## config.mk

```make
export PLATFORM = sky130hd
export DESIGN_NAME = sac_ctrl
export DESIGN_NICKNAME = d
export VERILOG_FILES = /design/src/rtl/sac_sar.v /design/src/rtl/sac_ctrl.v
export VERILOG_INCLUDE_DIRS = /design/src /design/src/shared
export SDC_FILE = /design/constraint.sdc
export NUM_CORES = 1
export LEC_CHECK = 0
export ABC_AREA = 1
export BUFFER_PORTS_ARGS = -buffer_cell sky130_fd_sc_hd__buf_2
export CAP_MARGIN = 40
export CORE_ASPECT_RATIO = 1.75
export CORE_UTILIZATION = 47
export DETAILED_ROUTE_END_ITERATION = 10
export PLACE_DENSITY = 0.76
export SLEW_MARGIN = 20
export SYNTH_ARGS = -nofsm -noshare
export SYNTH_HDL_FRONTEND = slang
export SYNTH_HIERARCHICAL = 1
export SYNTH_SLANG_ARGS = --single-unit
```

## constraint.sdc

```tcl
create_clock -name mclk -period 2.2 [get_ports mclk]
set_clock_uncertainty 0.2 [all_clocks]
set_input_delay 0.22 -clock mclk [delete_from_list [all_inputs] [get_ports mclk]]
set_output_delay 0.22 -clock mclk [all_outputs]
set_load 0.02 [all_outputs]
```

## src/shared/sac_defines.vh

```
// Purpose: Shared constants for the converter control block.
// Assumes: 50 MHz system clock on mclk.
// Notes: Offsets are byte addresses on the system bus.
`ifndef SAC_DEFINES_VH
`define SAC_DEFINES_VH

// Register base addresses (little endian, or any word access).
`define SAC_CTRL_ADDR 32'h01D40000
`define SAC_DIV_ADDR 32'h01D40004
`define SAC_RES_ADDR 32'h01D40008

// Big endian lane offsets for narrow accesses.
`define SAC_BE_HW_OFS 32'h00000002
`define SAC_BE_B_OFS 32'h00000003
`define SAC_ZERO_OFS 32'h00000000

// Access size codes on bus_size.
`define SAC_SZ_BYTE 2'h0
`define SAC_SZ_HALF 2'h1
`define SAC_SZ_WORD 2'h2

// Control register fields.
`define SAC_CTRL_START 0
`define SAC_CTRL_RDSTART 1
`define SAC_CTRL_CHAN_LO 2
`define SAC_CTRL_CHAN_HI 4
`define SAC_CTRL_SLEEP 5
`define SAC_CTRL_FLAG 6
`define SAC_CTRL_RESET 7'h20
`define SAC_DIV_RESET 8'h00
`define SAC_RES_RESET 10'h000

// Conversion sequence, counted in conversion clocks after launch.
`define SAC_CCLK_TOTAL 5'h10
`define SAC_CCLK_FLAG 5'h0F
`define SAC_CCLK_GLITCH_END 5'h01
`define SAC_CCLK_LAST_BIT 5'h0A
`define SAC_RES_W 10
`define SAC_SAR_MSB 10'h200

// Settling times that software must respect, with derived cycle counts.
`define SAC_CLK_PERIOD_NS 20
`define SAC_REF_SETTLE_NS 10000000
`define SAC_REF_SETTLE_CYC (`SAC_REF_SETTLE_NS / `SAC_CLK_PERIOD_NS)
`define SAC_CHAN_SETUP_NS 15000
`define SAC_CHAN_SETUP_CYC \
  ((`SAC_CHAN_SETUP_NS + `SAC_CLK_PERIOD_NS - 1) / `SAC_CLK_PERIOD_NS)

`endif

```

## src/rtl/sac_sar.v

```verilog
// Purpose: Successive approximation register for a 10-bit result.
// Assumes: Comparator input already synchronised to mclk.
// Notes: The trial word comes straight from flip-flops.
`timescale 1ns/1ps
`include "sac_defines.vh"

module sac_sar (
  // Clock and reset.
  input wire mclk,
  input wire rst_n,
  // Sequencing.
  input wire init,
  input wire step,
  input wire cmp_hi,
  // Trial word toward the converter DAC.
  output reg [9:0] trial
);

  reg [9:0] probe;

  // Start at the MSB and walk one bit down per step.
  always @(posedge mclk or negedge rst_n) begin
    if (!rst_n) begin
      trial <= `SAC_RES_RESET;
      probe <= `SAC_RES_RESET;
    end else if (init) begin
      trial <= `SAC_SAR_MSB;
      probe <= `SAC_SAR_MSB;
    end else if (step) begin
      // Keep the bit under trial only when the input stood above it.
      trial <= (cmp_hi ? trial : (trial & ~probe)) | (probe >> 1);
      probe <= probe >> 1;
    end
  end

endmodule

```

## src/rtl/sac_ctrl.v

```verilog
// Purpose: Control logic of an 8-channel 10-bit successive approximation converter.
// Assumes: Single system clock mclk at 50 MHz; comparator output is asynchronous.
// Notes: Register file is reached over the system bus at its documented addresses.
//
// Overview of operation
// One conversion takes 16 conversion clocks, each 2*(P+1) system clocks.
// Sleep bit 5 stops the conversion clock and halts conversion.
// In sleep the result register keeps its last completed value.
// Control register resets to 0x20, sleep only.
// Software waits 10 ms after leaving sleep before converting.
// Channel field bits 4..2 selects analog input n.
// Software waits 15 us after a channel change before starting.
// Writing 1 to bit 0 starts; hardware clears it after start.
// Write start is ignored while start-by-read is enabled.
// With bit 1 set, a result read launches a new conversion.
// Flag bit 6 reads 0 while converting, 1 when ended.
// Flag glitches high after start and rises one clock early.
// Polling software waits start clear, flag set, then P loops.
// Start bit clears within one conversion clock of the start.
// Result register holds the 10-bit value in bits 9..0, read only.
// Software reads the result only after completion.
// Result takes halfword or word only; others also take bytes.
// Approximation resolves from MSB down, keeping bits when input is higher.
// End flag clears at launch and stays set from completion to next launch.
`timescale 1ns/1ps
`include "sac_defines.vh"

module sac_ctrl (
  // Clock and reset.
  input wire mclk,
  input wire rst_n,
  // System bus slave.
  input wire bus_sel,
  input wire bus_wr,
  input wire [31:0] bus_addr,
  input wire [1:0] bus_size,
  input wire bus_big_endian,
  input wire [31:0] bus_wdata,
  output reg [31:0] bus_rdata,
  output reg bus_ack,
  output reg bus_err,
  // Analog core.
  input wire an_cmp,
  output reg [2:0] analog_input_n,
  output wire [9:0] an_trial,
  output reg an_sleep,
  output reg an_busy
);

  localparam ST_IDLE = 2'b01;
  localparam ST_CONV = 2'b10;

  // Control state.
  reg ctl_start;
  reg ctl_rdstart;
  reg [2:0] ctl_chan;
  reg ctl_sleep;
  reg [7:0] conversion_clock_divider;
  reg [9:0] conversion_result;
  reg end_flag;
  reg early_glitch;
  reg [1:0] state;
  reg [8:0] div_cnt;
  reg [4:0] cclk_cnt;
  reg cmp_meta;
  reg cmp_sync;

  // Bus decode.
  wire acc;
  wire hit_ctrl;
  wire hit_div;
  wire hit_res;
  wire res_size_ok;
  wire wr_ctrl;
  wire wr_div;
  wire rd_res;
  wire bad;

  // Sequencer strobes.
  wire [8:0] div_last;
  wire cclk_tick;
  wire launch;
  wire [4:0] next_cclk;
  wire sar_init;
  wire sar_step;
  wire [6:0] ctrl_view;

  // Register address for the access size and byte order in force.
  function addr_hit;
    input [31:0] addr;
    input [31:0] base;
    input [1:0] size;
    input big;
    reg [31:0] ofs;
    begin
      ofs = `SAC_ZERO_OFS;
      if (big && size == `SAC_SZ_HALF) begin
        ofs = `SAC_BE_HW_OFS;
      end else if (big && size == `SAC_SZ_BYTE) begin
        ofs = `SAC_BE_B_OFS;
      end
      addr_hit = (addr == base + ofs);
    end
  endfunction

  // The result word rejects byte accesses and all writes.
  assign acc = bus_sel;
  assign hit_ctrl = addr_hit(bus_addr, `SAC_CTRL_ADDR, bus_size, bus_big_endian);
  assign hit_div = addr_hit(bus_addr, `SAC_DIV_ADDR, bus_size, bus_big_endian);
  assign res_size_ok = (bus_size == `SAC_SZ_HALF) || (bus_size == `SAC_SZ_WORD);
  assign hit_res = addr_hit(bus_addr, `SAC_RES_ADDR, bus_size, bus_big_endian)
    && res_size_ok && !bus_wr;
  assign wr_ctrl = acc && bus_wr && hit_ctrl;
  assign wr_div = acc && bus_wr && hit_div;
  assign rd_res = acc && !bus_wr && hit_res;
  assign bad = acc && !(hit_ctrl || hit_div || hit_res);

  // Control register as software sees it; flag carries both known defects.
  assign ctrl_view = {end_flag | early_glitch, ctl_sleep, ctl_chan,
    ctl_rdstart, ctl_start};

  // Input synchroniser for the asynchronous comparator output.
  always @(posedge mclk or negedge rst_n) begin
    if (!rst_n) begin
      cmp_meta <= 1'b0;
      cmp_sync <= 1'b0;
    end else begin
      cmp_meta <= an_cmp;
      cmp_sync <= cmp_meta;
    end
  end

  // Bus answers come one cycle after the access; narrow data sit low.
  always @(posedge mclk or negedge rst_n) begin
    if (!rst_n) begin
      bus_rdata <= 32'h00000000;
      bus_ack <= 1'b0;
      bus_err <= 1'b0;
    end else begin
      bus_ack <= acc && !bad;
      bus_err <= bad;
      if (acc && !bus_wr && hit_ctrl) begin
        bus_rdata <= {25'h0000000, ctrl_view};
      end else if (acc && !bus_wr && hit_div) begin
        bus_rdata <= {24'h000000, conversion_clock_divider};
      end else if (rd_res) begin
        bus_rdata <= {22'h000000, conversion_result};
      end else begin
        bus_rdata <= 32'h00000000;
      end
    end
  end

  // Conversion clock prescaler: one tick every 2*(P+1) system clocks.
  // Held at zero in sleep so the conversion clock really stops.
  assign div_last = {conversion_clock_divider, 1'b1};
  assign cclk_tick = !ctl_sleep && (div_cnt == div_last);

  always @(posedge mclk or negedge rst_n) begin
    if (!rst_n) begin
      div_cnt <= 9'h000;
    end else if (ctl_sleep || cclk_tick) begin
      div_cnt <= 9'h000;
    end else begin
      div_cnt <= div_cnt + 9'h001;
    end
  end

  // A pending start is taken on the next conversion clock while idle.
  assign launch = cclk_tick && (state == ST_IDLE) && ctl_start;
  assign next_cclk = cclk_cnt + 5'h01;
  assign sar_init = launch;
  assign sar_step = cclk_tick && (state == ST_CONV) &&
    (next_cclk <= `SAC_CCLK_LAST_BIT);

  // Control and divider registers. A write of 1 wins over the self clear.
  always @(posedge mclk or negedge rst_n) begin
    if (!rst_n) begin
      ctl_start <= 1'b0;
      ctl_rdstart <= 1'b0;
      ctl_chan <= 3'h0;
      ctl_sleep <= 1'b1;
      conversion_clock_divider <= `SAC_DIV_RESET;
    end else begin
      if (wr_ctrl) begin
        ctl_rdstart <= bus_wdata[`SAC_CTRL_RDSTART];
        ctl_chan <= bus_wdata[`SAC_CTRL_CHAN_HI:`SAC_CTRL_CHAN_LO];
        ctl_sleep <= bus_wdata[`SAC_CTRL_SLEEP];
      end
      if (wr_ctrl && bus_wdata[`SAC_CTRL_START] && !ctl_rdstart &&
          !bus_wdata[`SAC_CTRL_RDSTART]) begin
        ctl_start <= 1'b1;
      end else if (rd_res && ctl_rdstart) begin
        ctl_start <= 1'b1;
      end else if (launch || (wr_ctrl && bus_wdata[`SAC_CTRL_RDSTART])) begin
        ctl_start <= 1'b0;
      end
      if (wr_div) begin
        conversion_clock_divider <= bus_wdata[7:0];
      end
    end
  end

  // Conversion sequencer. Sleep aborts a running conversion without
  // touching the result, so the previous value stays readable.
  always @(posedge mclk or negedge rst_n) begin
    if (!rst_n) begin
      state <= ST_IDLE;
      cclk_cnt <= 5'h00;
      end_flag <= 1'b0;
      early_glitch <= 1'b0;
      conversion_result <= `SAC_RES_RESET;
    end else begin
      case (state)
        ST_IDLE: begin
          if (launch) begin
            state <= ST_CONV;
            cclk_cnt <= 5'h00;
            end_flag <= 1'b0;
            early_glitch <= 1'b1;
          end
        end
        ST_CONV: begin
          if (ctl_sleep) begin
            state <= ST_IDLE;
            cclk_cnt <= 5'h00;
            early_glitch <= 1'b0;
          end else if (cclk_tick) begin
            cclk_cnt <= next_cclk;
            if (next_cclk == `SAC_CCLK_GLITCH_END) begin
              early_glitch <= 1'b0;
            end
            if (next_cclk == `SAC_CCLK_FLAG) begin
              end_flag <= 1'b1;
            end
            if (next_cclk == `SAC_CCLK_TOTAL) begin
              conversion_result <= an_trial;
              state <= ST_IDLE;
              cclk_cnt <= 5'h00;
            end
          end
        end
        default: begin
          state <= ST_IDLE;
          cclk_cnt <= 5'h00;
          early_glitch <= 1'b0;
        end
      endcase
    end
  end

  // Analog side outputs come from flip-flops.
  always @(posedge mclk or negedge rst_n) begin
    if (!rst_n) begin
      analog_input_n <= 3'h0;
      an_sleep <= 1'b1;
      an_busy <= 1'b0;
    end else begin
      analog_input_n <= ctl_chan;
      an_sleep <= ctl_sleep;
      an_busy <= (state == ST_CONV) && !ctl_sleep;
    end
  end

  // Bit trials use the comparator as seen through the synchroniser.
  sac_sar u_sar (
    .mclk(mclk),
    .rst_n(rst_n),
    .init(sar_init),
    .step(sar_step),
    .cmp_hi(cmp_sync),
    .trial(an_trial)
  );

endmodule

```

After elaboration in Yosys (flattened, before gate mapping)
Index checks and enable logic that the tools add are counted. Widths: inputs -> output; s select.

Flip-flop bits (word level): 103. Latch bits: 0. Bits in writable memories: 0. Memory bits (read-only): 0. Input port bits: 72. Logic and storage cells: 128. Memories kept: 0.

Add/subtract/negate cells: 5. Multiply operators: 0. Div/mod/pow operators: 0. Magnitude comparators: 1. Equal/unequal tests: 18. Shifts and indexed selects: 0. Multiplexer cells: 34. Bitwise gates (word level): 5. Reduce and logical (&&, ||, !) cells: 44.

Operators by type and width (number): $add 25x32->32 const A (3); $eq 32x32->1 (3); $mux 10 (8); $mux 32 (1); $logic_and 1x1->1 (24); $mux 5 (4); $mux 1 (11); $and 10x10->10 (1); $mux 2 (5); $not 10->10 (1); $or 10x9->10 (1); $pmux 5 s2 (1); $add 9x1->9 const B (1); $eq 9x9->1 (1); $mux 9 (1); $ne 3x3->1 const B (3); $ne 2x2->1 const B (4); $logic_not 1->1 (6); $reduce_and 3->1 (2); $add 5x1->5 const B (1); $eq 5x1->1 const B (1); $eq 5x4->1 const B (1); $eq 5x5->1 const B (1); $le 5x4->1 const B (1); other kinds (13) (21).

Depth between registers and ports, before layout
Gate-level depths: netlist of run 1.

Depth in word-level cells: 13. Depth in mapped cells: 14. Gate-level depth less buffers: 14.

Hierarchy
The synthesis of run 1 kept the hierarchy.

By module, submodules not included: sac_ctrl (times used 1, cells an instance 433, area an instance 3450.8 um2); sac_sar (times used 1, cells an instance 104, area an instance 843.3 um2).

Least setup slack after synthesis of run 1
Ideal clock, no wire load.

Path kind: register to register. Start point: register cclk_cnt[0]. End point: register u_sar.trial[9]. Library setup time: 0.117 ns. Arrival: 1.848 ns. Data required time: 1.883 ns. Path slack: 0.035 ns. Stages on the path, launching flop included: 13. Period minus slack after synthesis: 2.165 ns. Path through: dfrtp_1 -> ha_1 -> nand2_1 -> inv_2 -> nand2_1 -> nand2_1 -> nand2_1 -> inv_1 -> nor4_1 -> buf_2 -> nand3_1 -> nand2_1 -> nand2_1.

Cells in the longest elaborated chain, start to end: 4.

Ends and longest elaborated chain: start, declared (RTL line sac_ctrl.v:64) `reg [4:0] cclk_cnt;`; start signal, assigned (RTL line sac_ctrl.v:229) `cclk_cnt <= next_cclk;`; $add 5x1->5 (RTL line sac_ctrl.v:171) `assign next_cclk = cclk_cnt + 5'h01;`; $le 5x4->1 (no line); $logic_and 1x1->1 (RTL line sac_ctrl.v:173) `assign sar_step = cclk_tick && (state == ST_CONV) &&`; net sar_step (RTL line sac_ctrl.v:85) `wire sar_step;`; $reduce_bool 2->1 (no line); end signal, assigned (RTL line sac_sar.v:24) `` trial <= `SAC_RES_RESET; ``; end signal, assigned (RTL line sac_sar.v:27) `` trial <= `SAC_SAR_MSB; ``; end signal, assigned (RTL line sac_sar.v:31) `trial <= (cmp_hi ? trial : (trial & ~probe)) | (probe >> 1);`; end, declared (RTL line sac_sar.v:16) `output reg [9:0] trial`.

The timed path passes the listed nets, and every way through them passes these cells. A chain may end at the register's enable or synchronous reset.

Final worst setup path of run 1
Start point: register div_cnt[4]. End point: register u_sar.trial[5].

Cells in the longest elaborated chain, start to end: 5.

Ends and longest elaborated chain: start, declared (RTL line sac_ctrl.v:63) `reg [8:0] div_cnt;`; start signal, assigned (RTL line sac_ctrl.v:165) `div_cnt <= div_cnt + 9'h001;`; $eq 9x9->1 (RTL line sac_ctrl.v:157) `assign cclk_tick = !ctl_sleep && (div_cnt == div_last);`; $logic_and 1x1->1 (RTL line sac_ctrl.v:157); $logic_and 1x1->1 (2 in series) (RTL line sac_ctrl.v:173); net sar_step (RTL line sac_ctrl.v:85); $reduce_bool 2->1 (no line).

The timed path passes the listed nets, and every way through them passes these cells.

==> flow_summary.json, run 1 <==
{
  "crit_buf_inv": 3,
  "die_area_um2": 9540,
  "fp.dieH_um": 128,
  "drt_iter0_drc": 285,
  "violations": "negative setup slack",
  "place_inst": 738,
  "finalNetCount": 729,
  "critPathArrivalTime_ns": 2.33,
  "synth_most_common_cell": "nand2_1",
  "cts-buffers-inserted": 9,
  "fin_cells": 772,
  "overflow": 0,
  "fp.coreArea_um2": 8780,
  "drtAntennaViolNets": 0,
  "synth_edf_count": 0,
  "grt.total_usage_pct": 22.5,
  "min-delay-path-class": "primary input to register",
  "first_pass_iters": 4,
  "rsz0062_at_grt": "yes",
  "hold_viol_final": 0,
  "drc_errors": 0,
  "drive_above_1_share_pct": 27.3,
  "critPathRequiredTime_ns": 2.28,
  "die_x_um": 74.3,
  "antenna_found_initial": 0,
  "crit_chain": "inv_2 > nand2_2 > o21ai_1 > a21oi_1 > nand3_1 > nor2_2 > nand2_2 > nor4_4 > buf_4 > clkinvlp_4 > nor2_4 > nand2_1 > nand2_1",
  "synthArstFlopShare_pct": 100,
  "cts_buffer_depth": 2,
  "p_leak_nw": 2.74,
  "fmax_ghz": 0.444,
  "dp_hpwl_mm": 7.43,
  "io_pins": 121,
  "synth_cell_type_count": 36,
  "cpMaxStageDelayCell": "dfrtp_1",
  "ys_seq_area_share_pct": 47.3,
  "status": "finished, violations left",
  "grt_max_degree": 46,
  "cts_tree": "built",
  "syn_inst": 537,
  "cts-root-buf": "clkbuf_16",
  "cp_max_fo": 5,
  "rows": 45,
  "startpoint_type": "register",
  "routed_wl_mm": 10.3,
  "setup_ws_ns": -0.0530,
  "gp_congestion": 0.943,
  "clkSlewWorstSetupHoldPaths_ns": 0.07,
  "synthFlopType": "dfrtp_1",
  "num_vias": 3837,
  "routed_via_density": 4.97,
  "initial_utilization_pct": 48.9,
  "worst_pin_slew_ns": 0.540,
  "num_antenna_cells": 0,
  "yosysTopAreaCell": "dfrtp_1",
  "ys_warn_count": 6,
  "finalCritPeriodShare_pct": 102,
  "ys_top_cells_by_area": "dfrtp_1 45%, nand2_1 13%, inv_1 5.8%",
  "io_buffer_count": 74,
  "ys_seq_elements": 81,
  "crit_type": "register to register",
  "cts_sinks": 81,
  "first_global_vias": 3735,
  "crit_path_max_incr_delay_ns": 0.43,
  "setup_violations": 19,
  "syn_avg_cell_area_um2": 8.00,
  "grt_pass1_wl_mm": 16.2,
  "htreeDepth": 3,
  "p_per_area_nw_per_um2": 602,
  "path_delay_family": "simple AND/OR/NAND/NOR gates",
  "wire_per_inst_um": 13.4,
  "relSlewSlack_pct": 64.0,
  "netlist.area_leader.share_pct": 45.5,
  "period_needed_ns": 2.25,
  "synth_area_um2": 4290,
  "worstSkewPairLatency_ns": 0.34,
  "yosys-top-cells-count": "149 x nand2_1, 78 x dfrtp_1, 66 x inv_1",
  "peakVddDrop_v": 0.000470,
  "end_kind": "register",
  "cap_violations": 0,
  "slew_violations": 0,
  "power_w": 0.00323,
  "area_delta_synth_final_pct": 24.9
}
==> through the flow <==
| step | TNS [ns] | setup WS [ns] | utilization (%) | hold WS [ns] | cell area (µm²) |
|---|---|---|---|---|---|
| final | -0.644 | -0.0530 | 61.1 | 0.0784 | 5360 |
| after detailed placement | -1.96 | -0.120 | 54.9 | 0.0384 | 4830 |
| after global routing | -2.29 | -0.152 | 61.1 | 0.0901 | 5360 |
| after global placement | -0.784 | -0.0510 | 54.9 | 0.0418 | 4830 |
| after CTS | -0.0135 | -0.0117 | 60.1 | 0.0737 | 5280 |
| after floorplan | 0 | 0.0350 | - | -0.276 | 4370 |
==> worst register-to-register path, delay by kind of cell, from the launching register on <==
kind | cells | cell delay, ns
flops | 1 | 0.43
simple gates | 8 | 0.97
buf+inv | 3 | 0.38
compound gates | 2 | 0.20
==> cells by family after synthesis <==
family,synth area share (%)
AND/OR/NAND/NOR,29.7
buffers and inverters,12.1
flip-flops,47.3
AO/OA/AOI/OAI,8.39
adder cells (fa/ha/maj),2.04
XOR/XNOR,0.408
other,0.0873
==> power by group <==
| part | total [W] | switching [W] | internal (W) |
|---|---|---|---|
| registers | 0.00149 | 0.000000629 | 0.00149 |
| clock network | 0.00155 | 0.000646 | 0.000901 |
| logic | 0.000189 | 0.000126 | 0.0000634 |
| total | 0.00323 | 0.000772 | 0.00246 |
==> area by class of cell <==
cell class | count | area [µm²]
fill | 758 | 3420
sequential | 81 | 2030
multi-input combinational | 372 | 1900
timing repair buffer | 107 | 673
inverter | 79 | 303
clock buffer | 9 | 225
tap | 117 | 146
clock inverter | 7 | 85.1
==> layout by cell type, fill, tap and decap left out, types with 3 or more instances in the layout <==
cell,synthesis,final
o2111ai_1,7,7
nor2_1,59,57
dfrtp_1,78,77
o21ai_1,15,16
conb_1,1,22
nor2_2,6,8
nand2_1,149,139
clkbuf_16,0,9
nand4_1,6,6
nand3b_1,6,6
nor3_1,9,8
ha_1,7,6
nand3_2,3,3
nand3_1,30,30
nand2_2,3,13
dfstp_2,3,3
nor2_4,3,5
dlygate4sd3_1,0,11
clkinvlp_4,0,3
a21oi_1,16,16
inv_1,66,63
o21ai_2,11,11
o21ai_0,5,4
inv_2,11,13
buf_2,1,73
buf_4,24,21
==> per-layer routing <==
metal	vias up	wire length, µm	GRT usage [%]
li1	1875	-	-
met3	41	519	3.76
met1	1784	3850	24.1
met5	-	0	0
met4	0	474	14.2
met2	137	5470	39.8
==> final timing paths <==
check | start | depth (start not counted) | slack (ns) | end
worst min register to register | cmp_meta | 0 | 0.15 | cmp_sync
worst max-delay path | div_cnt[4] | 13 | -0.05 | u_sar/trial[5]
max in group asynchronous | rst_n | 3 | 0.89 | state[0]
worst max register to register | div_cnt[4] | 13 | -0.05 | u_sar/trial[5]
min in group asynchronous | rst_n | 2 | 0.20 | div_cnt[8]
worst min-delay path | bus_addr[2] | 3 | 0.08 | bus_rdata[7]
==> registers in the layout (all words and copies together) (netlist names), 2 cells and up <==
name / flops
u_sar/trial: 10
state: 2
cclk_cnt: 5
div_cnt: 9
u_sar/probe: 10
bus_rdata: 10
conversion_clock_divider: 8
ctl_chan: 3
conversion_result: 10
analog_input_n: 3
==> what timing repair did <==
action                                 in CTS  in global routing
hold buffers                               11                  0
resized for setup                           6                 17
endpoints found under the hold margin      50                  0
pin swaps                                   2                  1
buffers inserted                            1                  4
cloned                                      1                  1
setup endpoints to repair                  20                 20
No activity file was read; power rests on OpenSTA's default activity.
==> run 2: changes to the inputs <==
--- a/config.mk
+++ b/config.mk
@@ -10,6 +10,7 @@
 export BUFFER_PORTS_ARGS = -buffer_cell sky130_fd_sc_hd__buf_2
 export CAP_MARGIN = 40
 export CORE_ASPECT_RATIO = 1.75
+export CORE_MARGIN = 8
 export CORE_UTILIZATION = 47
 export DETAILED_ROUTE_END_ITERATION = 10
 export PLACE_DENSITY = 0.76
==> flow_summary.json, run 2 (synthesis gave the netlist of run 1 again) <==
{
  "cts_buffer_depth": 2,
  "crit_type": "register to register",
  "grt.total_usage_pct": 18.4,
  "crit_path_max_incr_delay_ns": 0.41,
  "cts-root-buf": "clkbuf_16",
  "initial_utilization_pct": 47.8,
  "cts_setup_buffers": 0,
  "overflow": 0,
  "dp_hpwl_mm": 8.34,
  "finalSetupTns_ns": 0,
  "io_buffer_count": 74,
  "finalNetCount": 738,
  "antenna_found_initial": 0,
  "finalCritPeriodShare_pct": 97.6,
  "period_needed_ns": 2.15,
  "cpMostUsedCell": "nand2_1",
  "cpMaxStageDelayCell": "dfrtp_1",
  "routed_wl_mm": 10.9,
  "final_util_pct": 60.3,
  "wire_per_inst_um": 14.0,
  "io_pins": 121,
  "crit_chain": "ha_1 > nand2_1 > inv_2 > nand2_1 > nand2_1 > nand2_1 > inv_1 > nor4_2 > buf_4 > inv_1 > nor2_4 > nand2_1 > nand2_1",
  "fmax_ghz": 0.466,
  "grt_pass1_wl_mm": 18.1,
  "num_vias": 3907,
  "gp_congestion": 0.873,
  "slew_violations": 0,
  "rows": 46,
  "drc_errors": 0,
  "startpoint_type": "register",
  "path_delay_family": "simple AND/OR/NAND/NOR gates",
  "status": "finished clean",
  "worstSkewPairLatency_ns": 0.34,
  "cts_tree": "built",
  "area_delta_synth_final_pct": 26.1,
  "routed_via_density": 4.98,
  "critPathRequiredTime_ns": 2.28,
  "mostFrequentLayoutCell": "nand2_1",
  "htreeDepth": 3,
  "p_leak_nw": 2.81,
  "final_cell_mix": "147 x nand2_1, 78 x dfrtp_1, 73 x buf_2",
  "cts_sinks": 81,
  "critPathArrivalTime_ns": 2.22,
  "rsz0062_at_grt": "yes",
  "num_antenna_cells": 0,
  "hold_viol_final": 0,
  "cts-buffers-inserted": 9,
  "fp.dieH_um": 142,
  "end_kind": "register",
  "place_area_um2": 4930,
  "first_global_vias": 4025,
  "first_pass_iters": 4,
  "drive_above_1_share_pct": 25.9,
  "grt_max_degree": 37,
  "stdcell_area_um2": 5410,
  "die_x_um": 88.3,
  "drt_iter0_drc": 200,
  "drtAntennaViolNets": 0,
  "cp_max_fo": 5,
  "peakVddDrop_v": 0.000510,
  "clkSlewWorstSetupHoldPaths_ns": 0.06,
  "p_per_area_nw_per_um2": 614,
  "die_area_um2": 12600,
  "min-delay-path-class": "primary input to register",
  "cap_violations": 0,
  "fp.coreArea_um2": 8980,
  "setup_violations": 0,
  "crit_buf_inv": 4
}
[run 2: cell types whose count changed in the layout (fill, tap and decap cells not counted), sizes merged]
cell	change
bufinv	+1
buf	+9
clkinv	+1
clkbuf	+2
inv	-1
clkinvlp	-3
[run 2: cell type report]
cell class / count / area [µm²]
Clock buffer: 11 / 243
Clock inverter: 5 / 86.3
Sequential cell: 81 / 2030
Timing Repair Buffer: 116 / 744
Inverter: 79 / 299
Multi-Input combinational cell: 372 / 1860
Tap cell: 120 / 150
Fill cell: 815 / 3560
[run 2: repair_timing]
item / in CTS / in global routing
cloned: 1 / 1
endpoints found under the hold margin: 74 / 0
setup endpoints to repair: 10 / 20
resized for setup: 3 / 4
pin swaps: 1 / 3
hold buffers: 11 / 0
[run 2: metal layers]
layer | global-route usage, % | vias up | share of wire, %
met1 | 18.8 | 1870 | 35
met5 | 0 | - | 0
met2 | 33.6 | 117 | 56
met4 | 8.61 | 0 | 2.3
li1 | - | 1898 | -
met3 | 3.99 | 22 | 6.7
[run 2: tightest hold or removal path, cell delays in order]
cell and delay, ns:
buf_2 0.11, nor2_2 0.09, o2111ai_1 0.11, a21oi_1 0.06
[run 2: metrics by stage]
step	hold WS (ns)	cells	total power (W)	setup WS (ns)
floorplan	-0.276	558	0.00163	0.0350
detailed placement	-0.0357	755	0.00169	-0.0194
global route	0.118	784	0.00343	-0.0494
CTS	0.0925	783	0.00333	0.0202
finish	0.0976	784	0.00332	0.0519
global placement	-0.0407	755	0.00169	0.0331
[run 2: path summary, 6_finish.rpt]
check	from	end	slack [ns]	cells past startpoint
worst min register to register	cmp_meta	cmp_sync	0.15	0
worst min-delay path	bus_wr	bus_rdata[5]	0.1	4
max in group asynchronous	rst_n	state[0]	1.01	3
min in group asynchronous	rst_n	conversion_clock_divider[1]	0.14	2
worst max register to register	cclk_cnt[1]	u_sar/trial[4]	0.05	13
worst max-delay path	cclk_cnt[1]	u_sar/trial[4]	0.05	13
[run 2: power breakdown]
group / switching, W / internal [W] / leakage, nW
registers: 0.000000793 / 0.00149 / 1.07
clock network: 0.000608 / 0.00103 / 0.160
logic: 0.000128 / 0.0000631 / 1.57
total: 0.000736 / 0.00259 / 2.81
==> run 3: changes to the inputs <==
--- a/config.mk
+++ b/config.mk
@@ -13,7 +13,7 @@
 export CORE_MARGIN = 8
 export CORE_UTILIZATION = 47
 export DETAILED_ROUTE_END_ITERATION = 10
-export PLACE_DENSITY = 0.76
+export PLACE_DENSITY = 0.72
 export SLEW_MARGIN = 20
 export SYNTH_ARGS = -nofsm -noshare
 export SYNTH_HDL_FRONTEND = slang
==> flow_summary.json, run 3 (synthesis gave the netlist of run 1 again) <==
{
  "wl_met2_mm": 5.93,
  "num_vias": 3825,
  "worst_pin_slew_ns": 0.509,
  "p_leak_nw": 2.78,
  "wl_met1_mm": 3.97,
  "seq_power_share_pct": 46.6,
  "fp.dieH_um": 142,
  "worstHoldPathCells": 4,
  "clkSlewWorstSetupHoldPaths_ns": 0.07,
  "first_global_vias": 3767,
  "p_switching_w": 0.000755,
  "finalNetCount": 738,
  "initial_utilization_pct": 47.8,
  "die_area_um2": 12600,
  "routed_via_density": 4.88,
  "end_kind": "register",
  "relSlewSlack_pct": 66.0,
  "finalSetupTns_ns": -1.12,
  "grt_max_degree": 40,
  "cts_sinks": 81,
  "setup_ws_ns": -0.0838,
  "overflow": 0,
  "finalCritPeriodShare_pct": 104,
  "p_per_area_nw_per_um2": 590,
  "antenna_found_initial": 0,
  "cts-buffers-inserted": 9,
  "path_delay_family": "simple AND/OR/NAND/NOR gates",
  "dp_hpwl_mm": 8.10,
  "cpMostUsedCell": "nand2_1",
  "crit_path_max_incr_delay_ns": 0.44,
  "place_area_um2": 4820,
  "switching_share_pct": 23.6,
  "peakVddDrop_v": 0.000412,
  "rows": 46,
  "num_antenna_cells": 0,
  "slew_violations": 0,
  "hold_viol_final": 0,
  "die_x_um": 88.3,
  "grt_pass1_wl_mm": 16.9,
  "rsz0062_at_grt": "yes",
  "fp.coreArea_um2": 8980,
  "drc_errors": 0,
  "first_pass_iters": 4,
  "crit_type": "register to register",
  "top_layer": "met4",
  "routed_wl_mm": 10.9,
  "p_int_w": 0.00245,
  "rr_worst_depth": 11,
  "drive_above_1_share_pct": 28.6,
  "startpoint_type": "register",
  "setup_violations": 20,
  "cpMaxStageDelayCell": "dfrtp_2",
  "cts_buffer_depth": 2,
  "wl_met3_um": 743,
  "stdcell_area_um2": 5430,
  "crit_chain": "xor2_1 > nor2_1 > nand3_1 > nor2_2 > nand2_2 > nor4_4 > buf_4 > clkinvlp_4 > nor2_4 > nand2_1 > nand2_1",
  "wire_per_inst_um": 14.0,
  "area_delta_synth_final_pct": 26.5,
  "pwr-share-comb_pct": 5.8,
  "io_buffer_count": 74,
  "worstSkewPairLatency_ns": 0.34,
  "io_pins": 121,
  "status": "finished, violations left",
  "period_needed_ns": 2.28,
  "min-delay-path-class": "primary input to register",
  "violations": "negative setup slack",
  "critPathArrivalTime_ns": 2.36,
  "pwr-share-clk_pct": 47.6,
  "cts_tree": "built",
  "final_cell_mix": "139 x nand2_1, 76 x dfrtp_1, 73 x buf_2",
  "critPathRequiredTime_ns": 2.28,
  "drt_iter0_drc": 227,
  "grt.total_usage_pct": 17.2,
  "mostFrequentLayoutCell": "nand2_1",
  "cp.depth": 11,
  "cap_violations": 0,
  "htreeDepth": 3,
  "gp_congestion": 0.881,
  "fmax_ghz": 0.438,
  "cp_max_fo": 5,
  "cts-root-buf": "clkbuf_16",
  "crit_buf_inv": 2,
  "drtAntennaViolNets": 0
}
run 3: cell count changes in the layout (fill, tap and decap cells not counted), sizes merged:
| cell | before | now |
|---|---|---|
| buf | 105 | 106 |
| bufinv | 2 | 1 |
| clkbuf | 11 | 9 |
| clkinvlp | 0 | 3 |
| nor2 | 71 | 70 |
run 3: final timing paths:
check                                      end        from  slack [ns]
max in group asynchronous          cclk_cnt[4]       rst_n        0.98
worst min register to register        cmp_sync    cmp_meta        0.16
worst max-delay path            u_sar/trial[5]  div_cnt[6]       -0.08
worst min-delay path              bus_rdata[6]      bus_wr        0.08
min in group asynchronous             state[1]       rst_n        0.19
worst max register to register  u_sar/trial[5]  div_cnt[6]       -0.08
run 3: layout make-up:
class	instances	area, µm²
Multi-Input combinational cell	371	1900
Clock inverter	7	87.6
Timing Repair Buffer	117	736
Inverter	79	303
Sequential cell	81	2030
Clock buffer	9	225
Fill cell	803	3550
Tap cell	120	150
run 3: tightest hold or removal path: stages:
cell and delay (ns):
buf_2 0.11, nor2_2 0.09, o2111ai_1 0.11, a21oi_1 0.06
run 3: what timing repair did:
item	4_1_cts	5_1_grt
setup endpoints to repair	19	20
endpoints found under the hold margin	51	0
hold buffers	11	0
setup buffers	3	12
resized for setup	4	22
gates cloned	1	0
pin swaps	1	5
run 3: per-stage QoR:
stage                     hold slack, ns  std cells  total power [W]  setup slack, ns  utilization [%]
after floorplan                   -0.276        558          0.00163           0.0350                -
after global placement            0.0133        741          0.00169          -0.0745             53.7
after detailed placement          0.0247        741          0.00169           -0.103             53.7
after CTS                         0.0769        772          0.00324          -0.0132             58.9
after global routing               0.101        784          0.00333           -0.158             60.5
final                             0.0841        784          0.00321          -0.0838             60.5
run 3: per-layer routing:
| layer | vias to the layer above | track usage, % |
|---|---|---|
| li1 | 1900 | - |
| met1 | 1778 | 17.0 |
| met2 | 129 | 31.6 |
| met3 | 18 | 4.51 |
| met4 | 0 | 8.34 |
| met5 | - | 0 |
run 3: power groups by stage:
stage / Clock [W] / Combinational [W] / Sequential, W
floorplan: 0 / 0.000104 / 0.00152
global placement: 0 / 0.000165 / 0.00152
detailed placement: 0 / 0.000170 / 0.00152
CTS: 0.00156 / 0.000186 / 0.00149
global route: 0.00163 / 0.000207 / 0.00149
finish: 0.00153 / 0.000188 / 0.00149
